===== src/verilog/hvmr_pkg.sv =====
`default_nettype none
package hvmr_pkg;

   // Operating mode as decoded by the mode controller.
   typedef enum logic [2:0] {
      HVMR_MODE_INIT     = 3'h0,
      HVMR_MODE_NORMAL   = 3'h1,
      HVMR_MODE_STOP     = 3'h2,
      HVMR_MODE_SLEEP    = 3'h3,
      HVMR_MODE_RESTART  = 3'h4,
      HVMR_MODE_FAILSAFE = 3'h5
   } hvmr_mode_type;

   // Setting selected by a configuration write.
   typedef enum logic [2:0] {
      HVMR_SEL_MEAS   = 3'h0,
      HVMR_SEL_GPIO   = 3'h1,
      HVMR_SEL_PULL   = 3'h2,
      HVMR_SEL_WAKE   = 3'h3,
      HVMR_SEL_FOTEST = 3'h4
   } hvmr_sel_type;

   localparam int HVMR_DATA_W = 8;
   localparam int HVMR_GPIO_W = 3;
   localparam int HVMR_PULL_W = 4;
   localparam int HVMR_WAKE_W = 1;
   localparam int HVMR_NCHAN  = 2;

   // Multi-function pin configurations.
   localparam logic [2:0] HVMR_GPIO_OFF  = 3'h0;
   localparam logic [2:0] HVMR_GPIO_FAIL = 3'h1;
   localparam logic [2:0] HVMR_GPIO_WAKE = 3'h2;
   localparam logic [2:0] HVMR_GPIO_LS   = 3'h3;
   localparam logic [2:0] HVMR_GPIO_HS   = 3'h4;

   // Field positions.
   localparam int HVMR_BIT_MEAS      = 0;
   localparam int HVMR_BIT_FOTEST    = 0;
   localparam int HVMR_BIT_WAKE_EN   = 0;
   localparam int HVMR_BIT_SENSE_PU  = 0;
   localparam int HVMR_BIT_SENSE_PD  = 1;
   localparam int HVMR_BIT_MULTI_PU  = 2;
   localparam int HVMR_BIT_MULTI_PD  = 3;
   localparam int HVMR_CH_SENSE      = 0;
   localparam int HVMR_CH_MULTI      = 1;

   // Reset values.
   localparam logic [2:0] HVMR_GPIO_RST = 3'h0;
   localparam logic [3:0] HVMR_PULL_RST = 4'h0;
   localparam logic       HVMR_WAKE_RST = 1'b0;

endpackage
`default_nettype wire


===== src/verilog/hvmr_wake_chan.sv =====
`timescale 1ns/1ps
`default_nettype none
module hvmr_wake_chan (
   // Clock and reset.
   input  wire logic clk,
   input  wire logic resetn,
   // Control.
   input  wire logic update_en,
   input  wire logic wake_en,
   input  wire logic clr,
   // Pin level.
   input  wire logic pin_level,
   // Status.
   output logic      level_stat,
   output logic      wake_flag
);

   logic prev_level;
   logic next_prev_level;
   logic next_level_stat;
   logic next_wake_flag;

   always_comb begin
      next_prev_level = prev_level;
      next_level_stat = level_stat;
      next_wake_flag  = wake_flag;
      if (clr) begin
         next_wake_flag = 1'b0;
      end
      if (update_en) begin
         next_prev_level = pin_level;
         next_level_stat = pin_level;
         // A wake edge in the clearing cycle still sets the flag.
         if (wake_en && pin_level && !prev_level) begin
            next_wake_flag = 1'b1;
         end
      end
   end

   always_ff @(posedge clk) begin
      if (!resetn) begin
         prev_level <= 1'b0;
         level_stat <= 1'b0;
         wake_flag  <= 1'b0;
      end else begin
         prev_level <= next_prev_level;
         level_stat <= next_level_stat;
         wake_flag  <= next_wake_flag;
      end
   end

endmodule
`default_nettype wire


===== src/verilog/hvmr_ctrl.sv =====
// Summary of operation
// - After reset measurement is off, switch open, pins keep ordinary functions.
// - Switch closes only in Normal mode while measurement enable is set.
// - Measurement enable setting is kept through all mode changes.
// - Measurement enabled turns off pull currents on both pins.
// - Measurement enabled gates both pins' internal input signals.
// - Pull, wake and GPIO settings are still stored; pull and wake are ignored, but a GPIO fail output setting opens the switch.
// - Wake and level status do not update while measuring.
// - Sleep while measuring with only pin wake sources flags error and enters Restart.
// - Wake enable bits stay writable but are ignored while measuring.
// - No fail output, force test, GPIO or pin wake while measuring.
// - GPIO configuration change attempts while measuring flag an error.
// - Enable refused with error unless the multi pin is configured off.
// - Fail-Safe with measurement on keeps configuration, switch open.
// - Fail-Safe with measurement off makes the sense pin a wake source.
// - Active path routes sense voltage out unless pin is fail output.
`timescale 1ns/1ps
`default_nettype none
module hvmr_ctrl
   import hvmr_pkg::*;
(
   // Clock and reset.
   input  wire logic                   CLK_SYS,
   input  wire logic                   RESETN,
   // Operating mode from the mode controller.
   input  wire logic [2:0]             MODE,
   // Configuration write port.
   input  wire logic                   CFG_WR,
   input  wire logic [2:0]             CFG_SEL,
   input  wire logic [HVMR_DATA_W-1:0] CFG_WDATA,
   // Mode requests and other wake sources.
   input  wire logic                   SLEEP_REQ,
   input  wire logic                   OTHER_WAKE_EN,
   // Pin levels and device fail condition.
   input  wire logic                   SENSE_IN,
   input  wire logic                   MULTI_IN,
   input  wire logic                   FAIL_ASSERT,
   // Wake status clear strobes.
   input  wire logic                   CLR_WAKE_ZERO,
   input  wire logic                   CLR_WAKE_ONE,
   // Analog switch and pull current controls.
   output logic                        MEAS_SWITCH_CLOSE,
   output logic                        SENSE_PULL_UP_EN,
   output logic                        SENSE_PULL_DN_EN,
   output logic                        MULTI_PULL_UP_EN,
   output logic                        MULTI_PULL_DN_EN,
   // Multi pin drivers.
   output logic                        FAIL_OUT_DRIVE,
   output logic                        GPIO_LS_ON,
   output logic                        GPIO_HS_ON,
   // Gated internal pin signals.
   output logic                        SENSE_INT,
   output logic                        MULTI_INT,
   // Wake sources and status.
   output logic                        SENSE_WAKE_ACTIVE,
   output logic                        MULTI_WAKE_ACTIVE,
   output logic                        WAKE_STATUS_ZERO,
   output logic                        WAKE_STATUS_ONE,
   output logic [1:0]                  WAKE_LEVEL_STATUS,
   // Error and mode transition pulses.
   output logic                        SPI_FAIL_SET,
   output logic                        RESTART_REQ,
   output logic                        SLEEP_GRANT,
   // Stored settings readback.
   output logic                        MEAS_PATH_ENABLE,
   output logic [HVMR_GPIO_W-1:0]      GPIO_CONFIG,
   output logic [HVMR_PULL_W-1:0]      SENSE_PULL_CONFIG,
   output logic                        WAKE_CONTROL_ONE,
   output logic                        FAILOUT_FORCE_TEST
);

////////////////////////////////////////////////////////////////////////////////

   logic                   meas_path_enable;
   logic [HVMR_GPIO_W-1:0] gpio_config;
   logic [HVMR_PULL_W-1:0] sense_pull_config;
   logic                   wake_control_one;
   logic                   failout_force_test;

   logic                   next_meas_path_enable;
   logic [HVMR_GPIO_W-1:0] next_gpio_config;
   logic [HVMR_PULL_W-1:0] next_sense_pull_config;
   logic                   next_wake_control_one;
   logic                   next_failout_force_test;
   logic                   next_spi_fail;
   logic                   next_restart_req;
   logic                   next_sleep_grant;

   logic                   is_normal;
   logic                   is_failsafe;
   logic                   wr_meas;
   logic                   wr_gpio;

   assign is_normal   = (MODE == HVMR_MODE_NORMAL);
   assign is_failsafe = (MODE == HVMR_MODE_FAILSAFE);
   assign wr_meas     = CFG_WR && (CFG_SEL == HVMR_SEL_MEAS);
   assign wr_gpio     = CFG_WR && (CFG_SEL == HVMR_SEL_GPIO);

////////////////////////////////////////////////////////////////////////////////
// Stored settings and error handling.

   always_comb begin
      next_meas_path_enable   = meas_path_enable;
      next_gpio_config        = gpio_config;
      next_sense_pull_config  = sense_pull_config;
      next_wake_control_one   = wake_control_one;
      next_failout_force_test = failout_force_test;
      next_spi_fail           = 1'b0;
      next_restart_req        = 1'b0;
      next_sleep_grant        = 1'b0;

      if (wr_meas) begin
         if (CFG_WDATA[HVMR_BIT_MEAS] && (gpio_config != HVMR_GPIO_OFF)) begin
            next_spi_fail = 1'b1;
         end else begin
            next_meas_path_enable = CFG_WDATA[HVMR_BIT_MEAS];
         end
      end

      if (wr_gpio) begin
         next_gpio_config = CFG_WDATA[HVMR_GPIO_W-1:0];
         if (meas_path_enable && (CFG_WDATA[HVMR_GPIO_W-1:0] != gpio_config)) begin
            next_spi_fail = 1'b1;
         end
      end

      if (CFG_WR && (CFG_SEL == HVMR_SEL_PULL)) begin
         next_sense_pull_config = CFG_WDATA[HVMR_PULL_W-1:0];
      end

      if (CFG_WR && (CFG_SEL == HVMR_SEL_WAKE)) begin
         next_wake_control_one = CFG_WDATA[HVMR_BIT_WAKE_EN];
      end

      if (CFG_WR && (CFG_SEL == HVMR_SEL_FOTEST)) begin
         next_failout_force_test = CFG_WDATA[HVMR_BIT_FOTEST];
      end

      if (SLEEP_REQ) begin
         if (meas_path_enable && !OTHER_WAKE_EN &&
             (wake_control_one || (gpio_config == HVMR_GPIO_WAKE))) begin
            next_spi_fail    = 1'b1;
            next_restart_req = 1'b1;
         end else begin
            next_sleep_grant = 1'b1;
         end
      end
   end

   always_ff @(posedge CLK_SYS) begin
      if (!RESETN) begin
         meas_path_enable   <= 1'b0;
         gpio_config        <= HVMR_GPIO_RST;
         sense_pull_config  <= HVMR_PULL_RST;
         wake_control_one   <= HVMR_WAKE_RST;
         failout_force_test <= 1'b0;
         SPI_FAIL_SET       <= 1'b0;
         RESTART_REQ        <= 1'b0;
         SLEEP_GRANT        <= 1'b0;
      end else begin
         meas_path_enable   <= next_meas_path_enable;
         gpio_config        <= next_gpio_config;
         sense_pull_config  <= next_sense_pull_config;
         wake_control_one   <= next_wake_control_one;
         failout_force_test <= next_failout_force_test;
         SPI_FAIL_SET       <= next_spi_fail;
         RESTART_REQ        <= next_restart_req;
         SLEEP_GRANT        <= next_sleep_grant;
      end
   end

////////////////////////////////////////////////////////////////////////////////
// Pin function steering.  Outputs are computed from the next setting so that
// the switch follows the enable write without an extra cycle of lag.

   logic       next_switch;
   logic [3:0] next_pull;
   logic       next_fail_drive;
   logic       next_ls_on;
   logic       next_hs_on;
   logic       next_sense_int;
   logic       next_multi_int;
   logic       next_sense_wake;
   logic       next_multi_wake;

   always_comb begin
      next_switch = next_meas_path_enable && is_normal &&
                    (next_gpio_config != HVMR_GPIO_FAIL);

      next_pull = next_meas_path_enable ? 4'h0 : next_sense_pull_config;

      next_fail_drive = !next_meas_path_enable &&
                        (next_gpio_config == HVMR_GPIO_FAIL) &&
                        (FAIL_ASSERT || next_failout_force_test || is_failsafe);
      next_ls_on      = !next_meas_path_enable && (next_gpio_config == HVMR_GPIO_LS);
      next_hs_on      = !next_meas_path_enable && (next_gpio_config == HVMR_GPIO_HS);

      next_sense_int = next_meas_path_enable ? 1'b0 : SENSE_IN;
      next_multi_int = next_meas_path_enable ? 1'b0 : MULTI_IN;

      next_sense_wake = !next_meas_path_enable && (next_wake_control_one || is_failsafe);
      next_multi_wake = !next_meas_path_enable && (next_gpio_config == HVMR_GPIO_WAKE);
   end

   always_ff @(posedge CLK_SYS) begin
      if (!RESETN) begin
         MEAS_SWITCH_CLOSE <= 1'b0;
         SENSE_PULL_UP_EN  <= 1'b0;
         SENSE_PULL_DN_EN  <= 1'b0;
         MULTI_PULL_UP_EN  <= 1'b0;
         MULTI_PULL_DN_EN  <= 1'b0;
         FAIL_OUT_DRIVE    <= 1'b0;
         GPIO_LS_ON        <= 1'b0;
         GPIO_HS_ON        <= 1'b0;
         SENSE_INT         <= 1'b0;
         MULTI_INT         <= 1'b0;
         SENSE_WAKE_ACTIVE <= 1'b0;
         MULTI_WAKE_ACTIVE <= 1'b0;
      end else begin
         MEAS_SWITCH_CLOSE <= next_switch;
         SENSE_PULL_UP_EN  <= next_pull[HVMR_BIT_SENSE_PU];
         SENSE_PULL_DN_EN  <= next_pull[HVMR_BIT_SENSE_PD];
         MULTI_PULL_UP_EN  <= next_pull[HVMR_BIT_MULTI_PU];
         MULTI_PULL_DN_EN  <= next_pull[HVMR_BIT_MULTI_PD];
         FAIL_OUT_DRIVE    <= next_fail_drive;
         GPIO_LS_ON        <= next_ls_on;
         GPIO_HS_ON        <= next_hs_on;
         SENSE_INT         <= next_sense_int;
         MULTI_INT         <= next_multi_int;
         SENSE_WAKE_ACTIVE <= next_sense_wake;
         MULTI_WAKE_ACTIVE <= next_multi_wake;
      end
   end

////////////////////////////////////////////////////////////////////////////////
// Wake status, one channel per pin.

   logic [HVMR_NCHAN-1:0] chan_update;
   logic [HVMR_NCHAN-1:0] chan_wake_en;
   logic [HVMR_NCHAN-1:0] chan_clr;
   logic [HVMR_NCHAN-1:0] chan_level;
   logic [HVMR_NCHAN-1:0] chan_lvl_stat;
   logic [HVMR_NCHAN-1:0] chan_flag;

   assign chan_update = meas_path_enable ? 2'h0 : 2'h3;

   assign chan_wake_en[HVMR_CH_SENSE] = wake_control_one || is_failsafe;
   assign chan_wake_en[HVMR_CH_MULTI] = (gpio_config == HVMR_GPIO_WAKE);
   assign chan_clr[HVMR_CH_SENSE]     = CLR_WAKE_ZERO;
   assign chan_clr[HVMR_CH_MULTI]     = CLR_WAKE_ONE;
   assign chan_level[HVMR_CH_SENSE]   = SENSE_IN;
   assign chan_level[HVMR_CH_MULTI]   = MULTI_IN;

   genvar gi;
   generate
      for (gi = 0; gi < HVMR_NCHAN; gi = gi + 1) begin : g_chan
         hvmr_wake_chan u_chan (
            .clk        (CLK_SYS),
            .resetn     (RESETN),
            .update_en  (chan_update[gi]),
            .wake_en    (chan_wake_en[gi]),
            .clr        (chan_clr[gi]),
            .pin_level  (chan_level[gi]),
            .level_stat (chan_lvl_stat[gi]),
            .wake_flag  (chan_flag[gi])
         );
      end
   endgenerate

   assign WAKE_STATUS_ZERO  = chan_flag[HVMR_CH_SENSE];
   assign WAKE_STATUS_ONE   = chan_flag[HVMR_CH_MULTI];
   assign WAKE_LEVEL_STATUS = chan_lvl_stat;

////////////////////////////////////////////////////////////////////////////////
// Stored settings readback straight from their registers.

   assign MEAS_PATH_ENABLE   = meas_path_enable;
   assign GPIO_CONFIG        = gpio_config;
   assign SENSE_PULL_CONFIG  = sense_pull_config;
   assign WAKE_CONTROL_ONE   = wake_control_one;
   assign FAILOUT_FORCE_TEST = failout_force_test;

endmodule
`default_nettype wire


===== config.mk =====
export PLATFORM = sky130hd
export DESIGN_NAME = hvmr_ctrl
export DESIGN_NICKNAME = d
export VERILOG_FILES = /design/src/verilog/hvmr_pkg.sv /design/src/verilog/hvmr_wake_chan.sv /design/src/verilog/hvmr_ctrl.sv
export SDC_FILE = /design/constraint.sdc
export NUM_CORES = 1
export LEC_CHECK = 0
export ABC_AREA = 1
export BUFFER_PORTS_ARGS = -buffer_cell sky130_fd_sc_hd__buf_2
export CORE_UTILIZATION = 50
export CTS_BUF_LIST = sky130_fd_sc_hd__clkbuf_8 sky130_fd_sc_hd__clkbuf_16
export CTS_CLUSTER_SIZE = 20
export DETAILED_ROUTE_END_ITERATION = 8
export MAX_ROUTING_LAYER = met4
export PLACE_DENSITY = 0.83
export SYNTH_ARGS = -nofsm -noshare
export SYNTH_HDL_FRONTEND = slang
export SYNTH_SLANG_ARGS = --single-unit

===== constraint.sdc =====
create_clock -name CLK_SYS -period 1.85 [get_ports CLK_SYS]
set_input_delay 0.185 -clock CLK_SYS [delete_from_list [all_inputs] [get_ports CLK_SYS]]
set_output_delay 0.185 -clock CLK_SYS [all_outputs]
set_load 0.05 [all_outputs]

-- Word level (Yosys, flattened, before mapping)
Index checks and enable logic that the tools add are counted.
- word-level logic and storage cells: 93
- flip-flop bits (word level): 29
- output and inout bits: 29
- bitwise logic cells: 1
- reductions and logical operators: 34
- equal/unequal tests: 13
- multiplexer cells: 21
- operator list (kind ; number):
    logical AND 1 bit ; 21
    two-way mux 1 bit ; 18
    equality test 3 x 2 -> 1 bit, second input constant ; 5
    equality test 3 x 1 -> 1 bit, second input constant ; 3
    equality test 3 bit, second input constant ; 3
    logical OR 1 bit ; 5
    zero test 1 bit ; 4
    two-way mux 4 bit ; 1
    zero test 3 bit ; 1
    two-way mux 3 bit ; 1
    != test 3 x 1 -> 1 bit, second input constant ; 1
    != test 3 bit ; 1
    nonzero test 3 bit ; 1
    two-way mux 2 bit ; 1
    AND reduction 2 bit ; 1
    OR reduction 2 bit ; 1
    inverter 1 bit ; 1

-- Depth between registers and ports, before layout
Gate-level depths: netlist (run 1).
- depth after elaboration: 8
- gate-level depth with buffers: 8
- depth with buffers taken out: 8

-- By module
Synthesis (run 1) repeated with hierarchy kept, for this count alone.
- cell total of the unflattened synthesis: 162
- area, all modules: 1226.2 µm²
- by module, submodules not included (module ; cells an instance ; area an instance (µm²) ; instances ; sequential area each (µm²)):
    hvmr_ctrl ; 134 ; 1038.5 ; 1 ; 500.5
    hvmr_wake_chan ; 14 ; 93.8 ; 2 ; 40.0

-- Worst setup path after synthesis (run 1)
Ideal clock, no wire load.
- path type: register to register
- start point: register gpio_config[1], in the netlist GPIO_CONFIG[1]
- end point: register GPIO_HS_ON
- slack: 0.475 ns
- library setup time: 0.063 ns
- buffers on the path: 0
- data required time: 1.787 ns
- arrival: 1.312 ns
- period minus slack after synthesis: 1.375 ns
- stages on the path, launching flop included: 7
- cell sequence: dfxtp_1 > inv_1 > nand3_1 > o21ai_2 > nand2_4 > nand2_8 > nor2_2
- longest elaborated chain between the ends: 6
- elaborated cells between the ends (all ways): 8
- classes of those cells: 1 x eq/ne; 3 x mux; 4 x reduce/logical
- ends and longest elaborated chain (element ; line ; RTL):
    from (decl) ; hvmr_ctrl.sv:75 ; logic [HVMR_GPIO_W-1:0] gpio_config;
    from (signal assigned) ; hvmr_ctrl.sv:162 ; gpio_config <= next_gpio_config;
    nonzero test 3 bit ; hvmr_ctrl.sv:113 ; if (CFG_WDATA[HVMR_BIT_MEAS] && (gpio_config != HVMR_GPIO_OFF)) begin
    logical AND 1 bit ; hvmr_ctrl.sv:113 ;
    two-way mux 1 bit ; hvmr_ctrl.sv:113 ;
    two-way mux 1 bit ; hvmr_ctrl.sv:112 ; if (wr_meas) begin
    zero test 1 bit ; hvmr_ctrl.sv:196 ; next_hs_on = !next_meas_path_enable && (next_gpio_config == HVMR_GPIO_HS);
    logical AND 1 bit * ; hvmr_ctrl.sv:196 ;
    to (signal assigned) ; hvmr_ctrl.sv:227 ; GPIO_HS_ON <= next_hs_on;
    to (decl) ; hvmr_ctrl.sv:50 ; output logic GPIO_HS_ON,
Every way passes the cells marked *; elsewhere a longest branch is shown, timed or not.
A chain may end at the register's enable or synchronous reset.

-- Final worst setup path (run 1)
- start point: register gpio_config[1], in the netlist GPIO_CONFIG[1]
- end point: register MULTI_PULL_UP_EN
- longest elaborated chain between the ends: 5
- ends and longest elaborated chain (element ; line ; RTL):
    nonzero test 3 bit ; hvmr_ctrl.sv:113 ;
    logical AND 1 bit ; hvmr_ctrl.sv:113 ;
    two-way mux 1 bit ; hvmr_ctrl.sv:113 ;
    two-way mux 1 bit ; hvmr_ctrl.sv:112 ;
    OR reduction 2 bit (no line) ; -- ;
    to (signal assigned) ; hvmr_ctrl.sv:223 ; MULTI_PULL_UP_EN <= next_pull[HVMR_BIT_MULTI_PU];
    to (decl) ; hvmr_ctrl.sv:45 ; output logic MULTI_PULL_UP_EN,
No other way between the ends.

==> flow_metrics.tcl, run 1 <==
set metrics [dict create \
    fin_ws_ps 626 \
    synthCells 158 \
    synth_flop_cell "dfxtp_1" \
    cts_buffer_depth 2 \
    tns_ps 0 \
    synth_area_mm2 0.00126 \
    worst_r2r_endpoint "MULTI_PULL_UP_EN" \
    rsz0062_at_grt "false" \
    run_status "finished clean" \
    antenna_found_initial 0 \
    p_sw_share_pct 29.0 \
    dr.max_layer_used "met4" \
    synthArstFlopShare_pct 0 \
    cts_made_buffers 5 \
    drive_gt1_share_pct 39.3 \
    p_leak_nw 0.848 \
    min_path_type "in -> reg" \
    ys_warn_count 0 \
    htree_num_levels 2 \
    cts_sinks 29 \
    fin_cells 239 \
    p_total_w 0.00135 \
    internal-power_w 0.000961 \
    place_inst 231 \
    syn-num-nets 182 \
    ys_ff_latch 29 \
    insertion_delay_ps 270 \
    routedLengthMet1_mm 1.17 \
    drtIter0Drc 12 \
    finalMaxSlewViolations 0 \
    seqPwrFrac_pct 48.1 \
    synth.avg_cell_area_um2 7.95 \
    overflow 0 \
    io_buffers 48 \
    drc 0 \
    cp-start-kind "register" \
    firstDrtPassIters 4 \
    clkSlewWorstSetupHoldPaths_ps 60 \
    die_area_mm2 0.00272 \
    routed_via_density 4.70 \
    crit_path_end "MULTI_PULL_UP_EN" \
    grt_pass1_wl_mm 4.30 \
    cts_resized 0 \
    comb_power_share_pct 15.9 \
    cp_max_fo 9 \
    rows 17 \
    clock_skew_ps 4.63 \
    max_stage_delay_ps 350 \
    synthTopCellsByCount "29 x dfxtp_1, 23 x nand2_1, 23 x nor2_1" \
    setup_viol 0 \
    finalCritPeriodShare_pct 66.2 \
    arrival_ps 1390 \
    finalCriticalPeriod_ps 1220 \
    num_vias 1123 \
    yosys.area.top_type "dfxtp_1" \
    grt_pass1_vias 1007 \
    crit_path_start "GPIO_CONFIG[1]" \
    path_cells "inv_1 -> nand3_1 -> o21ai_2 -> nand2_4 -> nand2_8 -> nor2_2" \
    detail-route-antenna-nets 0 \
    die_h_um 52.1 \
    postCtsSetupBuffers 0 \
    area_delta_synth_final_pct 27.0 \
    rrSetupSlack_ps 630 \
    yosysSeqAreaShare_pct 46.2 \
    hold_viol 0 \
    die_w_um 52.1 \
    track_usage_pct 22.9 \
    wl_met2_mm 1.32 \
    boundaryPins 53 \
    power.share.clock_pct 36.0 \
    endpoint_kind "register" \
    wl_per_cell_um 11.3 \
    yosysMostFrequentCell "dfxtp_1" \
    grt_max_degree 14 \
    synth_cell_type_count 23 \
    criticalPathCategory "reg -> reg" \
    cts_root_buf "clkbuf_8" \
    ir_worst_vdd_mv 0.676 \
    worst_ep_required_time_ps 2010 \
    start_util_pct 54.7 \
    dpl_worst_slack_ps 650 \
    diodes 0 \
    synth_edf_count 0 \
    synth.area.top_cells "dfxtp_1 46%, nand2_1 6.9%, nor2_1 6.9%, inv_1 6.3%, nor2_2 5.0%" \
    slew-limit-headroom_pct 65.1 \
    max_cap_viol_count 0 \
    core_area_mm2 0.00230 \
    cts_hold_buf 0 \
    wl_met3_um 162 \
    powerDensity_mw_per_mm2 849 \
    synth_top_cell_area_share_pct 46.2 \
    routed_wl_mm 2.69 \
    nets 234 \
    dpl.hpwl_mm 2.02 \
    cts_tree "yes" \
    gp_congestion 0.808 \
    p_sw_w 0.000393 \
    tightest_slew_ps 523 \
    r2r.worst_path.cells 6 \
    fmax_mhz 817 \
    crit_slowest_cell "dfxtp_1" \
    r2r_start "GPIO_CONFIG[1]" \
]
[worst min-delay path by stage]
stage | from | endpoint | slack (ps) | depth (start not counted)
floorplan | RESETN | SPI_FAIL_SET | 290 | 2
global route | MULTI_IN | MULTI_INT | 150 | 3
finish | MULTI_IN | MULTI_INT | 150 | 3
detailed placement | SENSE_IN | SENSE_INT | 430 | 3
CTS | MULTI_IN | MULTI_INT | 140 | 3
global placement | OTHER_WAKE_EN | SLEEP_GRANT | 410 | 3
[logic make-up after synthesis]
logic type | count (synthesis) | synth area share (%)
AOI/OAI and AO/OA | 11 | 4.68
xor gates and xnor gates | 3 | 2.09
buffers and inverters | 28 | 9.26
DFF | 29 | 46.2
and+or+nand+nor | 87 | 37.7
[registers in the layout (all words and copies together) (netlist names), 2 cells and up]
name	cells
GPIO_CONFIG	3
SENSE_PULL_CONFIG	4
g_chan.u_chan.prev_level	2
g_chan.u_chan.wake_flag	2
[metrics by stage]
stage | utilization [%] | hold slack [ps] | instance area [um^2]
floorplan | - | 288 | 1260
global placement | 65.7 | 409 | 1510
detailed placement | 65.7 | 428 | 1510
CTS | 69.4 | 139 | 1600
global route | 69.4 | 147 | 1600
finish | 69.4 | 145 | 1600
[worst max-delay path, delay by kind of cell, from the launching register on]
kind / cells / cell delay [ps]
flops: 1 / 350
simple gates: 4 / 400
buf+inv: 1 / 130
compound gates: 1 / 230
[area by class of cell]
| type | instances | area (um^2) |
|---|---|---|
| well taps | 28 | 35.0 |
| inverters | 25 | 93.8 |
| clock buffers | 5 | 68.8 |
| fillers | 200 | 702 |
| repair buffers | 48 | 240 |
| clock inverters | 3 | 17.5 |
| multi-input cells | 101 | 559 |
| flip-flops and latches | 29 | 581 |
[layer usage]
metal,global-route usage (%),up-vias
met5,-,-
met4,9.46,0
met3,6.14,5
met2,38.7,40
met1,25.4,493
li1,-,585
[layout by cell type, fill, tap and decap left out]
master	n
buf_2	48
nand3_2	1
o21ai_2	1
nand4_1	3
clkinv_1	2
dfxtp_1	29
nand2_4	4
nand2_2	5
clkinv_2	2
a21oi_1	7
o21ai_0	2
clkinvlp_4	1
nor3_1	1
inv_2	2
nor2_8	1
and2_1	1
nor2_1	23
nand3_1	12
nand2_1	23
o21ai_1	1
inv_1	21
nor2_4	2
nor2_2	10
nand2_8	1
clkbuf_8	5
xnor2_1	3
[power by group through the flow]
| stage | Clock (W) | Sequential [W] | Combinational (W) |
|---|---|---|---|
| final | 0.000487 | 0.000652 | 0.000215 |
| after global routing | 0.000531 | 0.000654 | 0.000231 |
| after CTS | 0.000500 | 0.000652 | 0.000215 |
| after detailed placement | 0 | 0.000666 | 0.000214 |
| after global placement | 0 | 0.000665 | 0.000210 |
| after floorplan | 0 | 0.000721 | 0.0000987 |
Power figures use the tool's default switching activity.
==> inputs of run 2 (changes only) <==
- CORE_UTILIZATION: 50 -> 42
- PLACE_DENSITY: 0.83 -> 0.74
- clock period: 1.85 -> 1.1 ns (I/O delays scaled with it)
==> flow_metrics.tcl, run 2 (same netlist as run 1, synthesis figures left out) <==
set metrics [dict create \
    run_status "finished, violations left" \
    violations "design-rule violations" \
    fmax_mhz 938 \
    use_met1_pct 22.9 \
    rrSetupSlack_ps 40 \
    arrival_ps 960 \
    min_path_type "in -> reg" \
    hold_path_end "SLEEP_GRANT" \
    cts_hold_buf 0 \
    boundaryPins 53 \
    setup_viol 0 \
    comb_power_share_pct 17.7 \
    routed_via_density 4.66 \
    drive_gt1_share_pct 47.1 \
    firstDrtPassIters 6 \
    die_w_um 56.7 \
    tightest_slew_ps 278 \
    finalCritPeriodShare_pct 96.9 \
    overflow 0 \
    p_sw_share_pct 29.4 \
    htree_num_levels 2 \
    internal-power_w 0.00163 \
    globalRoute.busiestLayer "met2" \
    gr-usage-met3_pct 6.91 \
    worst_ep_required_time_ps 990 \
    cp_max_fo 2 \
    final_cell_mix "46 x buf_2, 24 x dfxtp_1, 23 x nor2_1" \
    grt_pass1_wl_mm 4.79 \
    seqPwrFrac_pct 47.3 \
    r2r.worst_path.cells 6 \
    drtIter0Drc 24 \
    die_area_mm2 0.00321 \
    insertion_delay_ps 280 \
    dpl_worst_slack_ps -25.8 \
    wl_per_cell_um 11.5 \
    grt_max_degree 10 \
    rows 19 \
    rsz0062_at_grt "true" \
    clkSlewWorstSetupHoldPaths_ps 60 \
    io_buffers 48 \
    start_util_pct 44.8 \
    cts_root_buf "clkbuf_8" \
    final_common_cell "buf_2" \
    clock_skew_ps 5.55 \
    finalCriticalPeriod_ps 1070 \
    cp-start-kind "register" \
    detail-route-antenna-nets 0 \
    cts_sinks 29 \
    r2r_start "GPIO_CONFIG[1]" \
    routed_wl_mm 2.89 \
    core_area_mm2 0.00281 \
    antenna_found_initial 0 \
    grt.met2_usage_pct 33.7 \
    criticalPathCategory "reg -> out" \
    gp_congestion 0.872 \
    finalMaxSlewViolations 0 \
    worst_r2r_endpoint "MULTI_PULL_UP_EN" \
    track_usage_pct 20.4 \
    cts_buffer_depth 2 \
    hold_depth 3 \
    num_vias 1174 \
    p_sw_w 0.000679 \
    powerDensity_mw_per_mm2 1330 \
    cts_tree "yes" \
    diodes 0 \
    max_cap_viol_count 0 \
    ir_worst_vdd_mv 0.802 \
    fin_ws_ps 33.7 \
    p_leak_nw 0.923 \
    area_delta_synth_final_pct 38.4 \
    slew-limit-headroom_pct 81.4 \
    grt_pass1_vias 1140 \
    dpl.hpwl_mm 2.12 \
    min_from "OTHER_WAKE_EN" \
    drc 10 \
    hold_viol 0 \
    largest_reg_flops 4 \
    die_h_um 56.7 \
    endpoint_kind "primary output" \
    cts_made_buffers 5 \
    nets 244 \
    power.share.clock_pct 35.0 \
    tns_ps 0 \
]
[run 2: worst max-delay path by stage]
stage                               from  cells past startpoint                end  slack [ps]
after global routing      GPIO_CONFIG[1]                      6  SENSE_WAKE_ACTIVE         -10
final                     GPIO_CONFIG[2]                      2     GPIO_CONFIG[2]          30
after CTS                 GPIO_CONFIG[2]                      2     GPIO_CONFIG[2]           1
after detailed placement      CFG_SEL[2]                      7   MULTI_PULL_UP_EN         -30
after floorplan           GPIO_CONFIG[2]                      6     FAIL_OUT_DRIVE         0.7
after global placement        CFG_SEL[2]                      7         GPIO_HS_ON           2
[run 2: power by group through the flow]
stage / Clock, W / Sequential, W / Combinational (W)
finish: 0.000809 / 0.00109 / 0.000409
global route: 0.000889 / 0.00110 / 0.000439
detailed placement: 0 / 0.00112 / 0.000381
CTS: 0.000829 / 0.00109 / 0.000394
global placement: 0 / 0.00112 / 0.000376
floorplan: 0 / 0.00121 / 0.000167
[run 2: final cells by class]
type,count,area [um^2]
clock buffers,5,68.8
well taps,31,38.8
flip-flops and latches,29,594
repair buffers,57,313
clock inverters,3,12.5
multi-input cells,102,613
fillers,252,1070
inverters,25,98.8
[run 2: metrics by stage]
step / area [um^2] / cells / hold slack [ps] / total power [W] / utilization [%]
5_1_grt: 1740 / 252 / 56.1 / 0.00242 / 62.0
3_3_place_gp: 1590 / 242 / 341 / 0.00149 / 56.6
6_report: 1740 / 252 / 57.2 / 0.00231 / 62.0
4_1_cts: 1700 / 251 / 55.3 / 0.00232 / 60.6
2_1_floorplan: 1270 / 158 / 213 / 0.00138 / -
3_5_place_dp: 1590 / 242 / 348 / 0.00150 / 56.6
[run 2: layer usage]
layer / part of all wire (%) / wire (um) / up-vias
met5: 0 / 0 / -
met3: 5.4 / 157 / 5
li1: - / - / 608
met4: 2.0 / 57 / 0
met1: 44 / 1270 / 522
met2: 49 / 1410 / 39
[run 2: timing repair]
item	CTS	global route
setup endpoints to repair	10	14
resized for setup	4	7
buffers inserted	0	1
pin swaps	3	5
cloned	1	0
[run 2: worst max-delay path: stages (launching register included)]
cell     delay [ps]
dfxtp_4         350
buf_4           140
buf_4           180
==> inputs of run 3 (changes only) <==
- CORE_ASPECT_RATIO: unset -> 1.4
- CORE_MARGIN: unset -> 4
- RECOVER_POWER: unset -> 50
==> flow_metrics.tcl, run 3 (same netlist as run 1, synthesis figures left out) <==
set metrics [dict create \
    tns_ps 0 \
    track_usage_pct 17.0 \
    detail-route-antenna-nets 0 \
    cp_max_fo 5 \
    routed_via_density 4.57 \
    diodes 0 \
    path_cells "inv_4 -> nand3_4 -> o21ai_4 -> nand2_4 -> nand2_8 -> nor2_2" \
    boundaryPins 53 \
    cts_root_buf "clkbuf_8" \
    wl_per_cell_um 11.6 \
    nets 241 \
    drtIter0Drc 21 \
    cts_buffer_depth 2 \
    drive_gt1_share_pct 45.0 \
    final_common_cell "buf_2" \
    whs_ps 72.2 \
    largest_reg_flops 4 \
    area_delta_synth_final_pct 37.4 \
    crit_slowest_cell "dfxtp_4" \
    criticalPathCategory "reg -> reg" \
    firstDrtPassIters 4 \
    grt_pass1_vias 1124 \
    dpl.hpwl_mm 2.17 \
    min_path_type "in -> reg" \
    start_util_pct 43.7 \
    grt_max_degree 10 \
    htree_num_levels 2 \
    io_buffers 48 \
    tightest_slew_ps 304 \
    final_cell_area_mm2 0.00173 \
    dpl_cell_area_mm2 0.00159 \
    antenna_found_initial 0 \
    endpoint_kind "register" \
    fill_cells 283 \
    ir_worst_vdd_mv 0.726 \
    rows 23 \
    clock_skew_ps 5.62 \
    cp-start-kind "register" \
    finalCritPeriodShare_pct 94.8 \
    setup_viol 0 \
    gp_congestion 0.826 \
    cts_tree "yes" \
    core_area_mm2 0.00288 \
    cts_sinks 29 \
    final_util_pct 60.0 \
    powerDensity_mw_per_mm2 1360 \
    num_vias 1166 \
    max_cap_viol_count 0 \
    slew-limit-headroom_pct 79.7 \
    die_h_um 72.7 \
    max_stage_delay_ps 350 \
    p_leak_nw 0.895 \
    arrival_ps 1210 \
    finalCriticalPeriod_ps 1040 \
    insertion_delay_ps 280 \
    hold_viol 0 \
    grt_pass1_wl_mm 4.60 \
    die_area_mm2 0.00394 \
    cts_made_buffers 5 \
    worst_ep_required_time_ps 1270 \
    routed_wl_mm 2.97 \
    overflow 0 \
    clkSlewWorstSetupHoldPaths_ps 60 \
    die_w_um 54.2 \
    fmax_mhz 959 \
    final_cell_mix "31 x buf_2, 24 x dfxtp_1, 24 x nand2_1" \
    finalMaxSlewViolations 0 \
    drc 0 \
    run_status "finished clean" \
]
-- run 3: routing by layer --
layer | vias to the layer above | wire length (um) | global-route usage [%]
li1 | 606 | - | -
met1 | 527 | 1040 | 14.5
met2 | 30 | 1740 | 30.1
met3 | 3 | 155 | 6.13
met4 | 0 | 32 | 9.70
met5 | - | 0 | -
-- run 3: critical path, delay by kind of cell (launching register included) --
kind / cells / cell delay, ps
buffers and inverters: 1 / 70
AND/OR/NAND/NOR: 4 / 360
AO/OA/AOI/OAI: 1 / 160
flip-flops: 1 / 350
-- run 3: final cells by class --
type / instances / area [um^2] / share of cell area [%]
multi-input cells: 102 / 589 / 34.2
well taps: 37 / 46.3 / 2.68
inverters: 25 / 101 / 5.87
flip-flops and latches: 29 / 594 / 34.4
clock buffers: 6 / 82.6 / 4.79
repair buffers: 54 / 304 / 17.6
clock inverters: 2 / 7.51 / 0.435
-- run 3: path summary, 6_finish.rpt --
path,cells past startpoint,from,to,slack [ps]
worst min-delay path,3,SLEEP_REQ,RESTART_REQ,70
worst min register to register,2,g_chan[0].u_chan.prev_level,g_chan[0].u_chan.prev_level,460
worst max register to register,6,GPIO_CONFIG[2],SENSE_WAKE_ACTIVE,60
worst max-delay path,6,GPIO_CONFIG[2],SENSE_WAKE_ACTIVE,60
-- run 3: power by group --
part | internal, W | switching [W] | total, W
registers | 0.00108 | 0.0000168 | 0.00109
clock network | 0.000490 | 0.000366 | 0.000856
logic | 0.000125 | 0.000272 | 0.000396
total | 0.00169 | 0.000655 | 0.00235
-- run 3: metrics by stage --
stage / cells / power [W] / worst slack [ps]
2_1_floorplan: 158 / 0.00138 / 0.657
3_3_place_gp: 246 / 0.00149 / 3.07
3_5_place_dp: 246 / 0.00150 / -8.13
4_1_cts: 255 / 0.00236 / -1.07
5_1_grt: 255 / 0.00244 / -1.77
6_report: 255 / 0.00235 / 57.6
-- run 3: what timing repair did --
action                                  in CTS  in global routing
gates resized for setup                      3                  7
buffers inserted                             0                  0
endpoints found under the setup margin       5                 12
pin swaps                                    3                  3
hold buffers                                 0                  0
cloned                                       1                  0
